[src/hw/asr_map.vh]
// Purpose: offsets, field positions and reset values of the alarm
//   readback register group
// Assumes: byte-wide registers on an 8-bit read address
// Notes: definitions only, no logic
`ifndef ASR_MAP_VH
`define ASR_MAP_VH

// register offsets
`define ASR_OFS_PRODUCT_ID_LOW 8'h78
`define ASR_OFS_PRODUCT_ID_MID 8'h79
`define ASR_OFS_PRODUCT_ID_HIGH 8'h7a
`define ASR_OFS_ALARM_OUTPUT 8'h7b
`define ASR_OFS_FIRST_LOOP_STATUS 8'h7c
`define ASR_OFS_SYSTEM_STATUS 8'h7d
`define ASR_OFS_LATCHED_EVENTS 8'h7e
`define ASR_OFS_MISC_RESERVED 8'h7f

// first loop status and first loop mask layout
`define ASR_FL_NEAR_LOCK 7
`define ASR_FL_ACQUIRE 6
`define ASR_FL_LOCKED 5
`define ASR_FL_HOLDOVER 4
`define ASR_FL_LOSS_MSB 3
`define ASR_FL_LOSS_LSB 0

// system status and system mask layout
`define ASR_SYS_SYNC_REQ 4
`define ASR_SYS_BOTH_LOCKED 3
`define ASR_SYS_PHASE_STABLE 2
`define ASR_SYS_NEVER_SYNCED 1
`define ASR_SYS_SECOND_NEAR 0

// latched event layout
`define ASR_LAT_SECOND_ACQUIRE 6
`define ASR_LAT_FIRST_ACQUIRE 5
`define ASR_LAT_FIRST_HOLDOVER 4
`define ASR_LAT_LOSS_MSB 3
`define ASR_LAT_LOSS_LSB 0
`define ASR_LAT_WIDTH 7

// alarm readback layout
`define ASR_ALARM_BIT 0

// reset values
`define ASR_RST_BYTE 8'h00
`define ASR_RST_LATCHED 7'h00
`define ASR_RST_NEVER_SYNCED 1'b1
`define ASR_RST_ALARM 1'b0

// near lock declared at limit divided by two to this power
`define ASR_NEAR_SHIFT 4

`endif

[src/hw/asr_alarm_status_readback.v]
// Purpose: read-only identification and alarm status register group
//   of a dual-loop jitter attenuator, with masked alarm output
// Assumes: every status input comes from loop logic on clk_sys_i;
//   masks come from the mask registers held elsewhere in the device;
//   a lock limit under 16 makes near lock read high at any count
// Notes: reads have no side effect; data returns one cycle after
//   the read strobe; live status bytes are snapshots one cycle old,
//   the alarm follows its masked sources one cycle later, and the
//   latched record is read as it stands at the strobe
`timescale 1ns/1ps
`default_nettype none
`include "asr_map.vh"

// Summary of operation
// - A 24-bit product code reads back low, middle, high byte at 0x78, 0x79, 0x7a.
// - Bit 0 of 0x7b returns the present level of the alarm output.
// - Bit 7 of 0x7c is high once the first loop lock counter reaches a sixteenth of its limit.
// - Bit 4 of 0x7d is high while the second loop is locked or off and outputs are unsynced.
// - Bit 3 of 0x7d is high only while both loops are locked.
// - Bit 2 of 0x7d is high while the reference pulse phase is valid and stable.
// - Bit 1 of 0x7d is high until the first sync by pin pulse or host request, then low.
// - Bit 0 of 0x7d is high once the second loop lock counter reaches a sixteenth of its limit.
// - Bit 6 of 0x7e records second loop lock acquisition until the next clear.
// - Bit 5 of 0x7e records first loop lock acquisition until the next clear.
// - Bit 4 of 0x7e records first loop holdover until the next clear.
// - Bits 3..0 of 0x7e record signal loss on each reference input until cleared.
// - Each first loop mask bit lets its matching status drive the alarm.
// - Each of system mask bits 4..0 lets its matching system status drive the alarm; bits 7..5 do nothing.
module asr_alarm_status_readback #(
  parameter CW = 16,
  parameter [23:0] PRODUCT_ID = 24'h5a3c96 // arbitrary code
) (
  input wire clk_sys_i,
  input wire rst_i,

  // register read port
  input wire rd_en_i,
  input wire [7:0] rd_addr_i,
  output wire [7:0] rd_data_o,
  output wire rd_valid_o,

  // clear of the latched event record
  input wire latch_clear_i,

  // alarm masks
  input wire [7:0] first_loop_mask_i,
  input wire [7:0] system_mask_i,

  // first loop state
  input wire first_loop_acquire_i,
  input wire first_loop_locked_i,
  input wire first_loop_holdover_i,
  input wire [CW-1:0] first_loop_lock_count_i,
  input wire [CW-1:0] first_loop_lock_limit_i,

  // second loop state
  input wire second_loop_acquire_i,
  input wire second_loop_locked_i,
  input wire second_loop_disabled_i,
  input wire [CW-1:0] second_loop_lock_count_i,
  input wire [CW-1:0] second_loop_lock_limit_i,

  // reference inputs
  input wire [3:0] reference_input_signal_loss_i,

  // synchronisation state
  input wire sysref_phase_stable_i,
  input wire ext_sync_pulse_i,
  input wire host_sync_req_i,
  input wire outputs_synced_i,

  // aggregated alarm
  output wire alarm_o
);

  // product code is arbitrary, replaced per part at integration

  // near lock: counter has reached limit / 16
  function near_lock;
    input [CW-1:0] count;
    input [CW-1:0] limit;
    begin
      near_lock = (count >= (limit >> `ASR_NEAR_SHIFT));
    end
  endfunction

  // read state machine, one-hot
  localparam [1:0] ST_IDLE = 2'b01;
  localparam [1:0] ST_ANSWER = 2'b10;

  reg [1:0] state_reg;
  reg [1:0] state_next;
  reg [7:0] rd_data_reg;
  reg [7:0] rd_data_next;

  // live status snapshots
  reg [7:0] first_status_reg;
  reg [7:0] first_status_next;
  reg [7:0] system_status_reg;
  reg [7:0] system_status_next;

  // sync history
  reg never_synced_reg;
  reg never_synced_next;

  // aggregated alarm
  reg alarm_reg;
  reg alarm_next;

  wire first_near;
  wire second_near;
  wire both_locked;
  wire sync_request;
  wire [6:0] latched_set;
  wire [6:0] latched_flags;
  wire [7:0] first_masked;
  wire [7:0] system_masked;

  // readback byte views and per-register alarm requests
  wire first_alarm;
  wire system_alarm;
  wire sync_seen;
  wire [7:0] id_low_byte;
  wire [7:0] id_mid_byte;
  wire [7:0] id_high_byte;
  wire [7:0] latched_byte;
  reg [7:0] alarm_byte;

  // near lock decode for each loop
  assign first_near = near_lock(first_loop_lock_count_i,
                                first_loop_lock_limit_i);

  // second loop near lock, same threshold rule
  assign second_near = near_lock(second_loop_lock_count_i,
                                 second_loop_lock_limit_i);

  // combined lock of both loops
  assign both_locked = first_loop_locked_i &
                       second_loop_locked_i;

  // second loop ready but outputs not yet aligned
  assign sync_request = (second_loop_locked_i | second_loop_disabled_i)
                        & ~outputs_synced_i;

  // first loop live status layout
  always @* begin
    first_status_next = `ASR_RST_BYTE;
    first_status_next[`ASR_FL_NEAR_LOCK] = first_near;
    first_status_next[`ASR_FL_ACQUIRE] = first_loop_acquire_i;
    first_status_next[`ASR_FL_LOCKED] = first_loop_locked_i;
    first_status_next[`ASR_FL_HOLDOVER] = first_loop_holdover_i;
    first_status_next[`ASR_FL_LOSS_MSB:`ASR_FL_LOSS_LSB] =
      reference_input_signal_loss_i;
  end

  // any sync event, pin pulse or host request
  assign sync_seen = ext_sync_pulse_i | host_sync_req_i;

  // sync history: cleared by the first sync of either kind
  always @* begin
    never_synced_next = never_synced_reg;
    if (sync_seen) begin
      never_synced_next = 1'b0;
    end
  end

  // system live status layout, top bits reserved as zero
  always @* begin
    system_status_next = `ASR_RST_BYTE;
    system_status_next[`ASR_SYS_SYNC_REQ] = sync_request;
    system_status_next[`ASR_SYS_BOTH_LOCKED] = both_locked;
    system_status_next[`ASR_SYS_PHASE_STABLE] =
      sysref_phase_stable_i;
    system_status_next[`ASR_SYS_NEVER_SYNCED] = never_synced_next;
    system_status_next[`ASR_SYS_SECOND_NEAR] = second_near;
  end

  // event sources of the latched record, taken as levels
  assign latched_set[`ASR_LAT_SECOND_ACQUIRE] =
    second_loop_acquire_i;
  assign latched_set[`ASR_LAT_FIRST_ACQUIRE] =
    first_loop_acquire_i;
  assign latched_set[`ASR_LAT_FIRST_HOLDOVER] =
    first_loop_holdover_i;

  // per-input signal loss sources
  assign latched_set[`ASR_LAT_LOSS_MSB:`ASR_LAT_LOSS_LSB] =
    reference_input_signal_loss_i;

  // sticky record with set-over-clear
  asr_sticky_flags #(
    .W(`ASR_LAT_WIDTH)
  ) i_asr_sticky_flags (
    .clk_sys_i(clk_sys_i),
    .rst_i(rst_i),
    .set_i(latched_set),
    .clear_i(latch_clear_i),
    .flags_o(latched_flags)
  );

  // latched record byte, top bit reserved low
  assign latched_byte = {1'b0, latched_flags};

  // masked contributions to the alarm
  assign first_masked = first_loop_mask_i & first_status_next;
  assign system_masked = system_mask_i & system_status_next;

  // per-register alarm requests, reserved mask bits do nothing
  assign first_alarm = |first_masked;
  assign system_alarm = |system_masked[4:0];

  // alarm is any enabled status of either register
  always @* begin
    alarm_next = first_alarm | system_alarm;
  end

  // product code bytes, low to high
  assign id_low_byte = PRODUCT_ID[7:0];
  assign id_mid_byte = PRODUCT_ID[15:8];
  assign id_high_byte = PRODUCT_ID[23:16];

  // alarm readback byte, reserved bits low
  always @* begin
    alarm_byte = `ASR_RST_BYTE;
    alarm_byte[`ASR_ALARM_BIT] = alarm_reg;
  end

  // read mux, unmapped and reserved offsets answer zero
  always @* begin
    rd_data_next = `ASR_RST_BYTE;
    case (rd_addr_i)
      `ASR_OFS_PRODUCT_ID_LOW: begin
        rd_data_next = id_low_byte;
      end
      `ASR_OFS_PRODUCT_ID_MID: begin
        rd_data_next = id_mid_byte;
      end
      `ASR_OFS_PRODUCT_ID_HIGH: begin
        rd_data_next = id_high_byte;
      end
      `ASR_OFS_ALARM_OUTPUT: begin
        rd_data_next = alarm_byte;
      end
      `ASR_OFS_FIRST_LOOP_STATUS: begin
        rd_data_next = first_status_reg;
      end
      `ASR_OFS_SYSTEM_STATUS: begin
        rd_data_next = system_status_reg;
      end
      `ASR_OFS_LATCHED_EVENTS: begin
        rd_data_next = latched_byte;
      end
      `ASR_OFS_MISC_RESERVED: begin
        rd_data_next = `ASR_RST_BYTE;
      end
      default: begin
        rd_data_next = `ASR_RST_BYTE;
      end
    endcase
  end

  // read sequencing: one answer cycle per strobe, back to back allowed
  always @* begin
    state_next = ST_IDLE;
    case (state_reg)
      ST_IDLE: begin
        if (rd_en_i) begin
          state_next = ST_ANSWER;
        end
      end
      ST_ANSWER: begin
        if (rd_en_i) begin
          state_next = ST_ANSWER;
        end
      end
      default: begin
        state_next = ST_IDLE;
      end
    endcase
  end

  // read state register
  always @(posedge clk_sys_i) begin
    if (rst_i) begin
      state_reg <= ST_IDLE;
    end else begin
      state_reg <= state_next;
    end
  end

  // first loop live snapshot
  always @(posedge clk_sys_i) begin
    if (rst_i) begin
      first_status_reg <= `ASR_RST_BYTE;
    end else begin
      first_status_reg <= first_status_next;
    end
  end

  // system live snapshot
  always @(posedge clk_sys_i) begin
    if (rst_i) begin
      system_status_reg <= `ASR_RST_BYTE;
    end else begin
      system_status_reg <= system_status_next;
    end
  end

  // sync history, only reset brings the flag back
  always @(posedge clk_sys_i) begin
    if (rst_i) begin
      never_synced_reg <= `ASR_RST_NEVER_SYNCED;
    end else begin
      never_synced_reg <= never_synced_next;
    end
  end

  // registered alarm level
  always @(posedge clk_sys_i) begin
    if (rst_i) begin
      alarm_reg <= `ASR_RST_ALARM;
    end else begin
      alarm_reg <= alarm_next;
    end
  end

  // read data register, only loaded on a read, no other effect
  always @(posedge clk_sys_i) begin
    if (rst_i) begin
      rd_data_reg <= `ASR_RST_BYTE;
    end else if (rd_en_i) begin
      rd_data_reg <= rd_data_next;
    end
  end

  // answer port, data held until the next read
  assign rd_data_o = rd_data_reg;
  assign rd_valid_o = state_reg[1];

  // alarm pin level
  assign alarm_o = alarm_reg;

endmodule

`default_nettype wire

[src/hw/asr_sticky_flags.v]
// Purpose: bank of sticky event flags with a common clear
// Assumes: set and clear come from logic on clk_sys_i
// Notes: a set in the clear cycle wins, so no event is lost
`timescale 1ns/1ps
`default_nettype none

module asr_sticky_flags #(
  parameter W = 7
) (
  input wire clk_sys_i,
  input wire rst_i,
  input wire [W-1:0] set_i,
  input wire clear_i,
  output wire [W-1:0] flags_o
);

  reg [W-1:0] flags_reg;
  reg [W-1:0] flags_next;

  // clear drops every flag, an active set keeps or raises it
  always @* begin
    if (clear_i) begin
      flags_next = set_i;
    end else begin
      flags_next = flags_reg | set_i;
    end
  end

  // flag storage
  always @(posedge clk_sys_i) begin
    if (rst_i) begin
      flags_reg <= {W{1'b0}};
    end else begin
      flags_reg <= flags_next;
    end
  end

  assign flags_o = flags_reg;

endmodule

`default_nettype wire

[config.mk]
export PLATFORM = sky130hd
export DESIGN_NAME = asr_alarm_status_readback
export DESIGN_NICKNAME = d
export VERILOG_FILES = /design/src/hw/asr_alarm_status_readback.v /design/src/hw/asr_sticky_flags.v
export VERILOG_INCLUDE_DIRS = /design/src /design/src/hw
export SDC_FILE = /design/constraint.sdc
export NUM_CORES = 1
export LEC_CHECK = 0
export BUFFER_PORTS_ARGS = -buffer_cell sky130_fd_sc_hd__buf_2
export CORE_ASPECT_RATIO = 0.9
export CORE_MARGIN = 2
export CORE_UTILIZATION = 38
export DETAILED_ROUTE_END_ITERATION = 16
export GPL_ROUTABILITY_DRIVEN = 0
export PLACE_DENSITY = 0.86
export SLEW_MARGIN = 5
export SYNTH_ARGS = -nofsm -noshare
export SYNTH_HDL_FRONTEND = slang
export SYNTH_SLANG_ARGS = --single-unit
[constraint.sdc]
create_clock -name clk_sys_i -period 2.2 [get_ports clk_sys_i]
set_clock_uncertainty 0.2 [all_clocks]
set_input_delay 0.66 -clock clk_sys_i [delete_from_list [all_inputs] [get_ports clk_sys_i]]
set_output_delay 0.66 -clock clk_sys_i [all_outputs]
set_load 0.02 [all_outputs]
==> flow_results.xml <==
<?xml version="1.0" encoding="UTF-8"?>
<metrics>
  <group name="outcome">
    <metric name="status" unit="">finished, final reports clean</metric>
  </group>
  <group name="detailed_routing">
    <metric name="drt_pre_antenna_iters" unit="">4</metric>
    <metric name="post_dr_wirelength_cell" unit="um">11.32</metric>
    <metric name="viasPerCell" unit="">4.830</metric>
    <metric name="routed-via-count" unit="">1903</metric>
    <metric name="drt_first_iter_violations" unit="">77</metric>
    <metric name="drc" unit="">0</metric>
    <metric name="final_antenna_violating_net_count" unit="">0</metric>
    <metric name="totalWireLength" unit="um">4461</metric>
  </group>
  <group name="synthesis">
    <metric name="synthesis.nets" unit="">354</metric>
    <metric name="netlist_instances" unit="">224</metric>
    <metric name="yosysTopAreaCell" unit="">sky130_fd_sc_hd__dfxtp_1</metric>
    <metric name="syn_area" unit="sq um">1833</metric>
    <metric name="synth-seq-cells" unit="">32</metric>
    <metric name="synth_top_area_share" unit="%">34.95</metric>
    <metric name="ys.warnings.count" unit="">0</metric>
    <metric name="unique_masters_post_synth" unit="">38</metric>
    <metric name="synth_top_cells_by_area" unit="">sky130_fd_sc_hd__dfxtp_1, sky130_fd_sc_hd__ha_1, sky130_fd_sc_hd__a21oi_1</metric>
    <metric name="synth.yosys.seq_area_share" unit="%">34.95</metric>
    <metric name="synth_area_per_cell" unit="sq um">8.183</metric>
  </group>
  <group name="clock_tree">
    <metric name="clk_transition_reported_paths" unit="ps">60</metric>
    <metric name="cts-buffers-inserted" unit="">5</metric>
    <metric name="clkLatencyLatePin" unit="ps">270</metric>
    <metric name="clock-sinks" unit="">32</metric>
    <metric name="cts.hold.buffers_added" unit="">0</metric>
    <metric name="cts_resized" unit="">0</metric>
    <metric name="post_cts.repair.setup_buffers" unit="">0</metric>
    <metric name="tritoncts_clock_tree" unit="">done</metric>
    <metric name="cts_htree_levels" unit="">2</metric>
    <metric name="root_buffer" unit="">sky130_fd_sc_hd__clkbuf_8</metric>
    <metric name="clockBufferDepth" unit="">2</metric>
  </group>
  <group name="sta">
    <metric name="hold_viol" unit="">0</metric>
    <metric name="period_minus_slack" unit="ps">2100</metric>
    <metric name="final_max_slew_viol_count" unit="">0</metric>
    <metric name="fmax" unit="GHz">0.4761</metric>
    <metric name="timing.final.setup_violations" unit="">0</metric>
    <metric name="period_share" unit="%">95.47</metric>
    <metric name="tns" unit="ps">0</metric>
    <metric name="grt_setup_unrepaired" unit="">false</metric>
    <metric name="hold_ws" unit="ps">267.4</metric>
    <metric name="timing_worst_slew_pin_value" unit="ps">433.5</metric>
    <metric name="maxSlewHeadroom" unit="%">71.10</metric>
  </group>
  <group name="cells_and_area">
    <metric name="layout.core_utilization" unit="%">55.61</metric>
    <metric name="final_nets" unit="">461</metric>
    <metric name="antenna_cells_inserted" unit="">0</metric>
    <metric name="final.fill_count" unit="">444</metric>
    <metric name="area_growth" unit="%">37.95</metric>
    <metric name="final_layout_size_suffix_gt1_share" unit="%">36.45</metric>
    <metric name="fin_area" unit="sq um">2529</metric>
  </group>
  <group name="power">
    <metric name="comb_power_share" unit="%">20.0</metric>
    <metric name="total_power_density_per_cell_area" unit="nW/um^2">525.7</metric>
    <metric name="pwr-share-seq" unit="%">46.5</metric>
    <metric name="internal-power" unit="W">0.0009934</metric>
    <metric name="clock_power_share" unit="%">33.5</metric>
    <metric name="irDropWorstVdd" unit="V">0.0002628</metric>
    <metric name="switching_power" unit="W">0.0003360</metric>
    <metric name="lkg_pwr" unit="nW">1.340</metric>
    <metric name="power.switching_fraction" unit="%">25.27</metric>
  </group>
  <group name="floorplanning">
    <metric name="ioPinCount" unit="">116</metric>
    <metric name="die_w" unit="um">77.21</metric>
    <metric name="initial_core_util" unit="%">40.31</metric>
    <metric name="row_count" unit="">23</metric>
    <metric name="die_h" unit="um">69.89</metric>
    <metric name="placeableCoreArea" unit="sq um">4547</metric>
    <metric name="fp.dieArea" unit="sq um">5396</metric>
  </group>
  <group name="grt">
    <metric name="grt_pass1_wl" unit="um">7603</metric>
    <metric name="groute.usage.overall" unit="%">17.18</metric>
    <metric name="gr-total-overflow" unit="">0</metric>
    <metric name="initial_antenna_violation_count" unit="">0</metric>
    <metric name="grt_max_degree" unit="">19</metric>
    <metric name="grt_pass1_vias" unit="">1875</metric>
  </group>
  <group name="setup_path">
    <metric name="crit_required" unit="ps">2160</metric>
    <metric name="cp_max_fo" unit="">2</metric>
    <metric name="worstPathCellList" unit="">buf_2 -&gt; inv_2 -&gt; ha_1 -&gt; a21o_1 -&gt; a21o_1 -&gt; a21oi_1 -&gt; or2_4 -&gt; a41oi_2 -&gt; a221o_1</metric>
    <metric name="critPathMostFrequentCell" unit="">sky130_fd_sc_hd__a21o_1</metric>
    <metric name="worst_path_largest_cell_delay" unit="ps">330</metric>
    <metric name="ff2ff_setup_slack" unit="ps">610</metric>
    <metric name="critical_path.slowest_cell" unit="">sky130_fd_sc_hd__a221o_1</metric>
    <metric name="setup.worst_path.end_class" unit="">register</metric>
    <metric name="critPathArrivalTime" unit="ps">2060</metric>
    <metric name="criticalPathCategory" unit="">primary input to register</metric>
    <metric name="critPathLaunchType" unit="">primary input</metric>
  </group>
  <group name="placement">
    <metric name="number_of_buffer_cells_added_on_primary_ports" unit="">104</metric>
    <metric name="placed_cell_area" unit="sq um">2436</metric>
    <metric name="place_hpwl" unit="um">3831</metric>
  </group>
  <group name="flow_run">
    <metric name="number_of_maximum_capacitance_violations" unit="">0</metric>
  </group>
  <group name="min_path">
    <metric name="worstHoldPathType" unit="">register to register</metric>
  </group>
</metrics>
## stage by stage
stage | setup WS (ps) | instances | power [W]
6_report | 99.58 | 394 | 0.001329
5_1_grt | 2.761 | 394 | 0.001410
4_1_cts | 82.12 | 394 | 0.001344
3_5_place_dp | -206.3 | 386 | 0.0008990
3_3_place_gp | -178.6 | 386 | 0.0008857
2_1_floorplan | 5.286 | 224 | 0.0007674
## power groups by stage
stage | logic (W) | clock network, W | registers (W)
floorplan | 0.000136 | 0 | 0.000631
global placement | 0.000256 | 0 | 0.000630
detailed placement | 0.000268 | 0 | 0.000631
CTS | 0.000269 | 0.000456 | 0.000618
global route | 0.000305 | 0.000485 | 0.000620
finish | 0.000266 | 0.000445 | 0.000618
## critical path, delay by kind of cell
kind            cells  cell delay (ps)
compound gates      5              860
fa+ha+maj           1              300
buf+inv             2              120
simple gates        1              130
## per-layer routing
metal,global-route usage [%],part of all wire (%)
met2,29.95,48
met5,0,0
met3,5.168,8.2
met1,19.23,40
met4,7.738,2.9
## final timing paths
| path | endpoint | start | cells past startpoint |
|---|---|---|---|
| max | alarm_o$_SDFF_PP0_ | second_loop_lock_limit_i[9] | 9 |
| min | rd_data_o[2]$_SDFFE_PP0P_ | rd_data_o[2]$_SDFFE_PP0P_ | 2 |
| max reg2reg | alarm_o$_SDFF_PP0_ | never_synced_reg$_SDFF_PP1_ | 4 |
| min reg2reg | rd_data_o[2]$_SDFFE_PP0P_ | rd_data_o[2]$_SDFFE_PP0P_ | 2 |
## placed cells by master, fill, tap and decap left out, types with 2 or more instances in the layout
master,netlist,routed
sky130_fd_sc_hd__a21o_1,4,4
sky130_fd_sc_hd__a21oi_1,22,22
sky130_fd_sc_hd__a222oi_1,2,2
sky130_fd_sc_hd__a22oi_1,2,2
sky130_fd_sc_hd__a31oi_1,4,4
sky130_fd_sc_hd__a32oi_1,2,2
sky130_fd_sc_hd__buf_2,1,104
sky130_fd_sc_hd__buf_4,0,3
sky130_fd_sc_hd__clkbuf_8,0,6
sky130_fd_sc_hd__clkinv_2,0,2
sky130_fd_sc_hd__dfxtp_1,32,32
sky130_fd_sc_hd__ha_1,24,24
sky130_fd_sc_hd__inv_1,29,28
sky130_fd_sc_hd__mux2i_1,2,2
sky130_fd_sc_hd__nand2_1,14,14
sky130_fd_sc_hd__nand2b_1,5,5
sky130_fd_sc_hd__nand3_1,4,4
sky130_fd_sc_hd__nand3b_1,2,2
sky130_fd_sc_hd__nand4_1,3,3
sky130_fd_sc_hd__nor2_1,19,19
sky130_fd_sc_hd__nor2b_1,13,13
sky130_fd_sc_hd__nor3_1,3,3
sky130_fd_sc_hd__o21ai_0,14,14
## cells in the mapped netlist (all sizes together)
cell type	count
clkbuf	3
nor2b	13
or4	2
nor4	1
and4b	1
nor3	3
nor3b	1
nor2	19
a32oi	2
mux2i	2
a222oi	2
nand4	3
nand3	4
o21ai	14
or2	2
o2111ai	1
nand3b	2
a21o	4
ha	24
xor2	1
a22o	1
a211oi	1
nand2b	5
nand2	14
a21oi	22
buf	4
dfxtp	32
a31oi	4
inv	29
and2	1
a22oi	2
a211o	1
a221o	1
and3	1
a41oi	1
a221oi	1
## logic make-up after synthesis
| family | synth area share (%) |
|---|---|
| AND/OR/NAND/NOR | 20.34 |
| AO/OA/AOI/OAI | 19.32 |
| buffers and inverters | 7.440 |
| flip-flops | 34.95 |
| multiplexers | 1.092 |
| XOR/XNOR | 0.4779 |
| adder cells (fa/ha/maj) | 16.38 |
## area by class of cell
cell class	count	area, sq um	area share, %
Multi-Input combinational cell	156	1066	42.16
Sequential cell	32	640.6	25.33
Timing Repair Buffer	107	543.0	21.47
Inverter	29	108.9	4.305
Clock buffer	6	82.58	3.266
Tap cell	62	77.57	3.068
Clock inverter	2	10.01	0.3958
(Power assumes the default switching activity.)
